===== src/common/spsf_params.svh =====
`ifndef SPSF_PARAMS_SVH
`define SPSF_PARAMS_SVH

// ----------------------------------------------------------------
// Register byte offsets
// ----------------------------------------------------------------
`define SPSF_OFS_STATUS 12'h000
`define SPSF_OFS_CONTROL 12'h004
`define SPSF_OFS_MCTRL 12'h008
`define SPSF_OFS_SHIFT_BUFFER 12'h00C
`define SPSF_OFS_IRQ_STATUS 12'h010
`define SPSF_OFS_IRQ_MASK 12'h014
`define SPSF_OFS_SLAVE_ADDR 12'h018

// ----------------------------------------------------------------
// Status register bit positions
// ----------------------------------------------------------------
`define SPSF_ST_BF 0
`define SPSF_ST_UA 1
`define SPSF_ST_RW 2
`define SPSF_ST_START 3
`define SPSF_ST_STOP 4
`define SPSF_ST_DA 5
`define SPSF_ST_CKE 6
`define SPSF_ST_SMP 7

// ----------------------------------------------------------------
// Control register fields
// ----------------------------------------------------------------
`define SPSF_CT_EN 0
`define SPSF_CT_MODE_LO 1
`define SPSF_CT_MODE_HI 2
`define SPSF_CT_TEN_BIT 3

// ----------------------------------------------------------------
// Interrupt status bit positions
// ----------------------------------------------------------------
`define SPSF_IRQ_RX 0
`define SPSF_IRQ_TX 1
`define SPSF_IRQ_START 2
`define SPSF_IRQ_STOP 3
`define SPSF_IRQ_UA 4
`define SPSF_IRQ_W 5

// ----------------------------------------------------------------
// Reset values
// ----------------------------------------------------------------
`define SPSF_RST_STATUS 8'h00
`define SPSF_RST_CONTROL 4'h0
`define SPSF_RST_MCTRL 5'h0
`define SPSF_RST_IRQ 5'h0
`define SPSF_RST_SLAVE_ADDR 10'h0

`endif


===== src/common/spsf_pkg.sv =====
package spsf_pkg;

    // Port operating mode, as held in the control register
    typedef enum logic [1:0] {
        SPSF_SPI_MASTER = 2'h0,
        SPSF_SPI_SLAVE = 2'h1,
        SPSF_I2C_MASTER = 2'h2,
        SPSF_I2C_SLAVE = 2'h3
    } spsf_mode_e;

    // Transmit byte tracking, Gray coded along idle-loaded-shifting
    typedef enum logic [1:0] {
        SPSF_TX_IDLE = 2'h0,
        SPSF_TX_LOADED = 2'h1,
        SPSF_TX_SHIFTING = 2'h3
    } spsf_tx_state_e;

    typedef logic [7:0] spsf_byte_t;

endpackage


===== src/design/spsf_top.sv =====
// Our own choices: the register offsets and the APB interface to the registers.
`include "spsf_params.svh"

// What this block does
// - In I2C, data/address flag reads 1 after data byte, 0 after address.
// - I2C slave direction flag takes address match read/write bit, clears on start, stop or ack.
// - I2C master idle only when transmit and sequence enables are all zero.
// - Address update flag set only in 10-bit I2C, cleared when not needed.
// - Buffer full sets on a complete received byte, clears when empty.
// - I2C transmit holds buffer full during eight data bits only.
// - Start and stop flags clear on reset and when port is disabled.
// - SPI master sample-phase bit picks end or middle input sampling.
module spsf_top (
    input wire logic pclk,
    input wire logic presetn,
    input wire logic psel,
    input wire logic penable,
    input wire logic pwrite,
    input wire logic [11:0] paddr,
    input wire logic [31:0] pwdata,
    output logic [31:0] prdata,
    output logic pready,
    output logic pslverr,
    output logic irq,
    input wire logic ev_start,
    input wire logic ev_stop,
    input wire logic ev_ack,
    input wire logic ev_addr_match,
    input wire logic ev_addr_rw,
    input wire logic ev_addr_high,
    input wire logic rx_valid,
    input wire logic rx_is_data,
    input wire spsf_pkg::spsf_byte_t rx_byte,
    input wire logic tx_begin,
    input wire logic tx_bits_done,
    input wire logic tx_is_data,
    input wire logic [4:0] seq_done,
    output spsf_pkg::spsf_byte_t tx_byte,
    output logic tx_pending,
    output logic port_enable_bit,
    output spsf_pkg::spsf_mode_e port_mode,
    output logic [9:0] slave_address_register,
    output logic [4:0] seq_enable,
    output logic tx_on_active_to_idle,
    output logic sample_at_end,
    output logic master_idle
);
    import spsf_pkg::*;

    // ------------------------------------------------------------
    // State
    // ------------------------------------------------------------
    logic [7:0] status;
    logic [7:0] next_status;
    logic [3:0] control;
    logic [3:0] next_control;
    logic [4:0] mctrl;
    logic [4:0] next_mctrl;
    spsf_byte_t shift_buffer;
    spsf_byte_t next_shift_buffer;
    spsf_byte_t tx_hold;
    spsf_byte_t next_tx_hold;
    logic [4:0] irq_status;
    logic [4:0] next_irq_status;
    logic [4:0] irq_mask;
    logic [4:0] next_irq_mask;
    logic [9:0] slave_addr;
    logic [9:0] next_slave_addr;
    spsf_tx_state_e tx_state;
    spsf_tx_state_e next_tx_state;
    logic [31:0] next_prdata;

    logic setup;
    logic access;
    logic wr;
    logic rd;
    logic mapped;
    logic is_i2c;
    logic is_spi;
    logic [4:0] irq_set;
    logic [4:0] irq_clr;

    // ------------------------------------------------------------
    // Bus decode
    // ------------------------------------------------------------
    assign setup = psel & ~penable;
    assign access = psel & penable;
    assign wr = access & pwrite;
    assign rd = access & ~pwrite;
    assign pready = 1'b1; // Every access completes in its first cycle
    assign pslverr = access & ~mapped;

    // Address map check
    always_comb
    begin
        case (paddr)
            `SPSF_OFS_STATUS, `SPSF_OFS_CONTROL, `SPSF_OFS_MCTRL,
            `SPSF_OFS_SHIFT_BUFFER, `SPSF_OFS_IRQ_STATUS,
            `SPSF_OFS_IRQ_MASK, `SPSF_OFS_SLAVE_ADDR: mapped = 1'b1;
            default: mapped = 1'b0;
        endcase
    end

    // ------------------------------------------------------------
    // Outputs to the shift engine
    // ------------------------------------------------------------
    assign port_enable_bit = control[`SPSF_CT_EN];
    assign port_mode =
        spsf_mode_e'(control[`SPSF_CT_MODE_HI:`SPSF_CT_MODE_LO]);
    assign is_i2c = control[`SPSF_CT_MODE_HI];
    assign is_spi = ~control[`SPSF_CT_MODE_HI];
    assign slave_address_register = slave_addr;
    assign seq_enable = mctrl;
    assign tx_byte = tx_hold;
    assign tx_pending = (tx_state == SPSF_TX_LOADED);
    // Edge select applies to both SPI roles
    assign tx_on_active_to_idle = is_spi & status[`SPSF_ST_CKE];
    // Sample phase only matters for an SPI master
    assign sample_at_end = (port_mode == SPSF_SPI_MASTER)
        & status[`SPSF_ST_SMP];
    // Idle when no transfer and no sequence enable is pending
    assign master_idle = ~(status[`SPSF_ST_RW] | (|mctrl));
    assign irq = |(irq_status & irq_mask);

    // Events that raise sticky interrupt bits
    always_comb
    begin
        irq_set = '0;
        irq_set[`SPSF_IRQ_RX] = rx_valid & port_enable_bit;
        irq_set[`SPSF_IRQ_TX] = tx_bits_done & port_enable_bit;
        irq_set[`SPSF_IRQ_START] = ev_start & port_enable_bit;
        irq_set[`SPSF_IRQ_STOP] = ev_stop & port_enable_bit;
        irq_set[`SPSF_IRQ_UA] = ev_addr_match & ev_addr_high & is_i2c
            & control[`SPSF_CT_TEN_BIT] & port_enable_bit;
        irq_clr = '0;
        if (wr && paddr == `SPSF_OFS_IRQ_STATUS)
        begin
            irq_clr = pwdata[`SPSF_IRQ_W-1:0];
        end
    end

    // ------------------------------------------------------------
    // Next-state logic for all registers
    // ------------------------------------------------------------
    always_comb
    begin
        next_status = status;
        next_control = control;
        next_mctrl = mctrl;
        next_shift_buffer = shift_buffer;
        next_tx_hold = tx_hold;
        next_irq_mask = irq_mask;
        next_slave_addr = slave_addr;
        next_tx_state = tx_state;
        next_prdata = prdata;
        // Sticky bits: set beats a same-cycle clear
        next_irq_status = (irq_status & ~irq_clr) | irq_set;

        // Software writes
        if (wr)
        begin
            case (paddr)
                `SPSF_OFS_STATUS:
                begin
                    next_status[`SPSF_ST_SMP] = pwdata[`SPSF_ST_SMP];
                    next_status[`SPSF_ST_CKE] = pwdata[`SPSF_ST_CKE];
                end
                `SPSF_OFS_CONTROL: next_control = pwdata[3:0];
                `SPSF_OFS_MCTRL: next_mctrl = mctrl | pwdata[4:0];
                `SPSF_OFS_SHIFT_BUFFER:
                begin
                    next_tx_hold = pwdata[7:0];
                    next_tx_state = SPSF_TX_LOADED;
                    if (is_i2c)
                    begin
                        next_status[`SPSF_ST_BF] = 1'b1;
                    end
                end
                `SPSF_OFS_IRQ_MASK: next_irq_mask = pwdata[4:0];
                `SPSF_OFS_SLAVE_ADDR:
                begin
                    next_slave_addr = pwdata[9:0];
                    next_status[`SPSF_ST_UA] = 1'b0;
                end
                default: next_control = control;
            endcase
        end

        // Reading the receive byte empties the buffer when tx_state is idle
        if (rd && paddr == `SPSF_OFS_SHIFT_BUFFER
            && tx_state == SPSF_TX_IDLE)
        begin
            next_status[`SPSF_ST_BF] = 1'b0;
        end

        // Sequence enables drop as the engine finishes each one
        next_mctrl = next_mctrl & ~seq_done;

        // Engine events, applied after software so that they win
        if (rx_valid)
        begin
            next_shift_buffer = rx_byte;
            next_status[`SPSF_ST_BF] = 1'b1;
        end
        if (is_i2c && (rx_valid || tx_bits_done))
        begin
            next_status[`SPSF_ST_DA] =
                rx_valid ? rx_is_data : tx_is_data;
        end

        // Transmit tracking
        case (tx_state)
            SPSF_TX_IDLE: next_tx_state = next_tx_state;
            SPSF_TX_LOADED:
            begin
                if (tx_begin)
                begin
                    next_tx_state = SPSF_TX_SHIFTING;
                end
            end
            SPSF_TX_SHIFTING:
            begin
                if (tx_bits_done)
                begin
                    next_tx_state = SPSF_TX_IDLE;
                    if (is_i2c)
                    begin
                        // Ack and stop bits are outside this window
                        next_status[`SPSF_ST_BF] = 1'b0;
                    end
                end
            end
            default: next_tx_state = SPSF_TX_IDLE;
        endcase

        // Direction flag
        if (port_mode == SPSF_I2C_SLAVE)
        begin
            if (ev_addr_match)
            begin
                next_status[`SPSF_ST_RW] = ev_addr_rw;
            end
            else if (ev_start || ev_stop || ev_ack)
            begin
                next_status[`SPSF_ST_RW] = 1'b0;
            end
        end
        else if (port_mode == SPSF_I2C_MASTER)
        begin
            // Master: flag shows a transmit in progress
            next_status[`SPSF_ST_RW] =
                (next_tx_state == SPSF_TX_SHIFTING);
        end
        else
        begin
            next_status[`SPSF_ST_RW] = 1'b0;
        end

        // Address update request, 10-bit I2C only
        if (is_i2c && control[`SPSF_CT_TEN_BIT])
        begin
            if (ev_addr_match && ev_addr_high)
            begin
                next_status[`SPSF_ST_UA] = 1'b1;
            end
        end
        else
        begin
            next_status[`SPSF_ST_UA] = 1'b0;
        end

        // Start and stop detection
        if (ev_start)
        begin
            next_status[`SPSF_ST_START] = 1'b1;
            next_status[`SPSF_ST_STOP] = 1'b0;
        end
        if (ev_stop)
        begin
            next_status[`SPSF_ST_STOP] = 1'b1;
            next_status[`SPSF_ST_START] = 1'b0;
        end
        if (!next_control[`SPSF_CT_EN])
        begin
            next_status[`SPSF_ST_START] = 1'b0;
            next_status[`SPSF_ST_STOP] = 1'b0;
        end

        // Read data captured in the setup cycle
        if (setup)
        begin
            case (paddr)
                `SPSF_OFS_STATUS: next_prdata = {24'h000000, status};
                `SPSF_OFS_CONTROL: next_prdata = {28'h0000000, control};
                `SPSF_OFS_MCTRL: next_prdata = {27'h0, mctrl};
                `SPSF_OFS_SHIFT_BUFFER:
                    next_prdata = {24'h000000, shift_buffer};
                `SPSF_OFS_IRQ_STATUS:
                    next_prdata = {27'h0, irq_status};
                `SPSF_OFS_IRQ_MASK: next_prdata = {27'h0, irq_mask};
                `SPSF_OFS_SLAVE_ADDR:
                    next_prdata = {22'h0, slave_addr};
                default: next_prdata = 32'h00000000;
            endcase
        end
    end

    // ------------------------------------------------------------
    // Registers
    // ------------------------------------------------------------
    // Asynchronous reset clears all flags, start and stop included
    always_ff @(posedge pclk or negedge presetn)
    begin
        if (!presetn)
        begin
            status <= `SPSF_RST_STATUS;
            control <= `SPSF_RST_CONTROL;
            mctrl <= `SPSF_RST_MCTRL;
            shift_buffer <= 8'h00;
            tx_hold <= 8'h00;
            irq_status <= `SPSF_RST_IRQ;
            irq_mask <= `SPSF_RST_IRQ;
            slave_addr <= `SPSF_RST_SLAVE_ADDR;
            tx_state <= SPSF_TX_IDLE;
            prdata <= 32'h00000000;
        end
        else
        begin
            status <= next_status;
            control <= next_control;
            mctrl <= next_mctrl;
            shift_buffer <= next_shift_buffer;
            tx_hold <= next_tx_hold;
            irq_status <= next_irq_status;
            irq_mask <= next_irq_mask;
            slave_addr <= next_slave_addr;
            tx_state <= next_tx_state;
            prdata <= next_prdata;
        end
    end

endmodule


===== config.mk =====
export PLATFORM = sky130hd
export DESIGN_NAME = spsf_top
export DESIGN_NICKNAME = d
export VERILOG_FILES = /design/src/common/spsf_pkg.sv /design/src/design/spsf_top.sv
export VERILOG_INCLUDE_DIRS = /design/src /design/src/common
export SDC_FILE = /design/constraint.sdc
export NUM_CORES = 1
export LEC_CHECK = 0
export ABC_CLOCK_PERIOD_IN_PS = 1600
export BUFFER_PORTS_ARGS = -buffer_cell sky130_fd_sc_hd__buf_4
export CORE_UTILIZATION = 25
export DETAILED_ROUTE_END_ITERATION = 6
export PLACE_DENSITY = 0.56
export SYNTH_ARGS = -nofsm -noshare
export SYNTH_HDL_FRONTEND = slang
export SYNTH_SLANG_ARGS = --single-unit

===== constraint.sdc =====
create_clock -name pclk -period 1.6 [get_ports pclk]
set_clock_uncertainty 0.1 [all_clocks]
set_input_delay 0.32 -clock pclk [delete_from_list [all_inputs] [get_ports pclk]]
set_output_delay 0.32 -clock pclk [all_outputs]
set_load 0.01 [all_outputs]

==> flow_summary_export.csv <==
group,metric,value,unit
worst_setup_path,arrival,1.54,ns
yosys,ys_seq_area_share,49.1,%
route,drc,0,
timing,fmax,509,MHz
floorplan,core-area,0.0128,mm2
worst_hold_path,whs_endpoint,"seq_enable[1]",
timing,fin_ws,-0.364,ns
placed_design,dp_slack,-0.299,ns
floorplan,start_util,25.9,%
global_route,grt_pass1_wl,15.8,mm
clock_network,clock_latency,0.33,ns
yosys,synth_warnings,0,
yosys,synth_cells,293,
layout,final_layout_size_suffix_gt1_share,49.9,%
yosys,synth.most_common_cell,"dfrtp_1",
timing,finalCriticalPeriod,1.96,ns
power_and_ir_drop,leakagePower,2.37,nW
outcome,outcome,"finished with violations",
clock_network,cts.sinks,65,
timing,setup_viol,4,
route,via_per_inst,4.55,
worst_setup_path,r2r_cells,6,
yosys,synthSimpleGateAreaFrac,15.6,%
yosys,synth_top_family_by_area,"multiplexers",
yosys,synth_cell_types,52,
power_and_ir_drop,finalPower,3.77,mW
yosys,synthTopCellsByArea,"dfrtp_1 (49%), mux2_2 (9.9%), buf_4 (5.9%), mux2_4 (3.6%), nand2_1 (3.4%)",
worst_setup_path,crit_path_max_fanout,2,
layout,final_cells,611,
yosys,synth_compound_area_share,10.8,%
worst_setup_path,cpPeakStageDelay,0.56,ns
worst_setup_path,critPathKind,"flop to output pin",
outcome,violations,"negative setup slack",
timing,fin_setup_tns,-0.645,ns
yosys,yosysTopAreaCell,"dfrtp_1",
clock_network,path_clk_slew,0.05,ns
clock_network,root_buffer,"clkbuf_16",
global_route,grtUsageTotal,16.1,%
layout,syn2layout_area_growth,47.5,%
worst_setup_path,endpoint_kind,"output pin",
worst_hold_path,holdCritPathClass,"input pin to flop",
timing,slew_viol_final,0,
route,wire_per_inst,17.1,um
layout,utilization,38.3,%
placed_design,dp_hpwl,7.92,mm
global_route,grt_pass1_vias,2828,
yosys,synth_common_cells,"dfrtp_1 (65), nand2_1 (30), mux2_2 (29)",
worst_hold_path,whs_path_depth,2,
yosys,synth_mux_area_share,16.3,%
global_route,grt_overflow_total,0,
yosys,synth_area,0.00331,mm2
route,drt_pass1_iterations,4,
yosys,ys.flop_type,"dfrtp_1",
placed_design,gp_congestion,0.857,
floorplan,io_pins,138,
yosys,async_flop_share,100,%
yosys,synth_seq_cells,65,
layout,layout.nets,507,
timing,hold_ws,0.0351,ns
floorplan,row_count,41,
placed_design,io_buffers,92,
clock_network,cts_made_buffers,9,
timing,rsz0062_at_grt,"true",
floorplan,dieArea,0.0137,mm2
placed_design,place_area,0.00442,mm2
clock_network,tritoncts,"built",
worst_setup_path,start_kind,"flop",
worst_setup_path,crit_path_top_delay_cell,"or4_4",
yosys,synth_top_area_share,49.1,%
worst_setup_path,rr_startpoint,"seq_enable[4]",
worst_setup_path,worst-path-buf-inv,1,
worst_setup_path,r2r-end,"prdata[4]",
yosys,yosys.area_share.adder,0,%
global_route,antenna_found_initial,0,
worst_setup_path,worstPathRequired,1.18,ns
timing,hold_violations,0,
worst_setup_path,r2r_slack,-0.07,ns
power_and_ir_drop,pwr_density_cell,772,mW/mm2
clock_network,cts_max_path_buffers,2,
route,first_iter_violations,133,
placed_design,dp_cells,585,
worst_setup_path,crit_chain,"or4_4, nor3_4, buf_6",
clock_network,cts.htree.levels,3,
route,wl,10.4,mm
route,vias,2777,
yosys,synth_xor_area_share,0,%
timing,period_share,123,%
layout,diodes,0,
worst_setup_path,critPathTopFamily,"simple AND/OR/NAND/NOR gates",
floorplan,die_w,117,um
yosys,avgSynthCellArea,11.3,um2
layout,fin_area,0.00489,mm2
route,antenna_left,0,
job,cap_violations,0,
floorplan,die_h,117,um
yosys,synth_edf_count,0,
global_route,grt_start_max_net_pins,26,
worst_hold_path,hp-start,"seq_done[1]",
power_and_ir_drop,ir_drop,0.405,mV
==> layout by cell type, fill, tap and decap left out, types with 3 or more instances in the layout <==
cell type,count
a21oi_1,7
a22o_1,5
a22oi_1,7
and2_4,3
buf_4,133
buf_6,8
clkbuf_1,3
clkbuf_16,9
clkinv_2,4
conb_1,23
dfrtp_1,63
inv_1,3
mux2_2,28
mux2_4,9
mux2i_1,4
nand2_1,30
nand3_1,6
nand3b_1,3
nand4_1,7
nor2_1,15
nor2b_1,4
o21ai_0,5
o21ai_1,7
==> cell type report <==
| class | instances | area, um2 |
|---|---|---|
| inverter | 3 | 11.3 |
| fill | 1263 | 7890 |
| clock inverter | 4 | 20.0 |
| tap | 172 | 215 |
| timing repair buffer | 144 | 1140 |
| multi-input combinational | 211 | 1640 |
| sequential | 65 | 1630 |
| clock buffer | 12 | 236 |
==> how the worst max path moves through the flow <==
stage | depth (start not counted) | to | slack, ns | startpoint
after floorplan | 6 | tx_byte[0] | -0.25 | paddr[10]
after global placement | 6 | status[2] | -0.27 | paddr[4]
after detailed placement | 7 | status[3] | -0.30 | paddr[4]
after CTS | 3 | master_idle | -0.38 | seq_enable[4]
after global routing | 3 | master_idle | -0.41 | seq_enable[4]
final | 3 | master_idle | -0.36 | seq_enable[4]
==> timing repair <==
| action | in CTS | in global routing |
|---|---|---|
| cloned | 0 | 1 |
| pin swaps | 4 | 8 |
| buffers inserted | 6 | 4 |
| setup endpoints to repair | 5 | 17 |
| hold buffers | 1 | 0 |
| gates resized for setup | 15 | 20 |
| hold endpoints to repair | 23 | 0 |
==> logic make-up after synthesis <==
family / count (synthesis)
AO/OA/AOI/OAI: 51
buffers and inverters: 39
flip-flops: 65
multiplexers: 44
other: 2
AND/OR/NAND/NOR: 92
==> layer usage <==
layer	wire [um]	global-route usage [%]
met1	4740	20.9
met2	5070	26.7
met3	465	3.40
met4	164	5.06
met5	0	0
==> worst register-to-register path: stages, from the launching register on <==
cell and delay [ns]:
dfrtp_1 0.39, buf_4 0.14, buf_6 0.11, mux4_2 0.47
nand3b_1 0.10, a31oi_1 0.09, a21o_1 0.16
==> power by group <==
part / total, mW / leakage [nW] / internal, mW / switching (mW)
clock: 1.71 / 0.130 / 1.04 / 0.672
combinational: 0.379 / 1.36 / 0.183 / 0.196
sequential: 1.69 / 0.881 / 1.67 / 0.0176
==> sequential cells by signal (all words and copies together), names as in the netlist <==
name	cells
tx_byte	8
tx_state	2
irq_mask	5
control	4
irq_status	5
prdata	10
slave_address_register	10
seq_enable	5
status	8
shift_buffer	8
No activity file was read; power rests on OpenSTA's default activity.
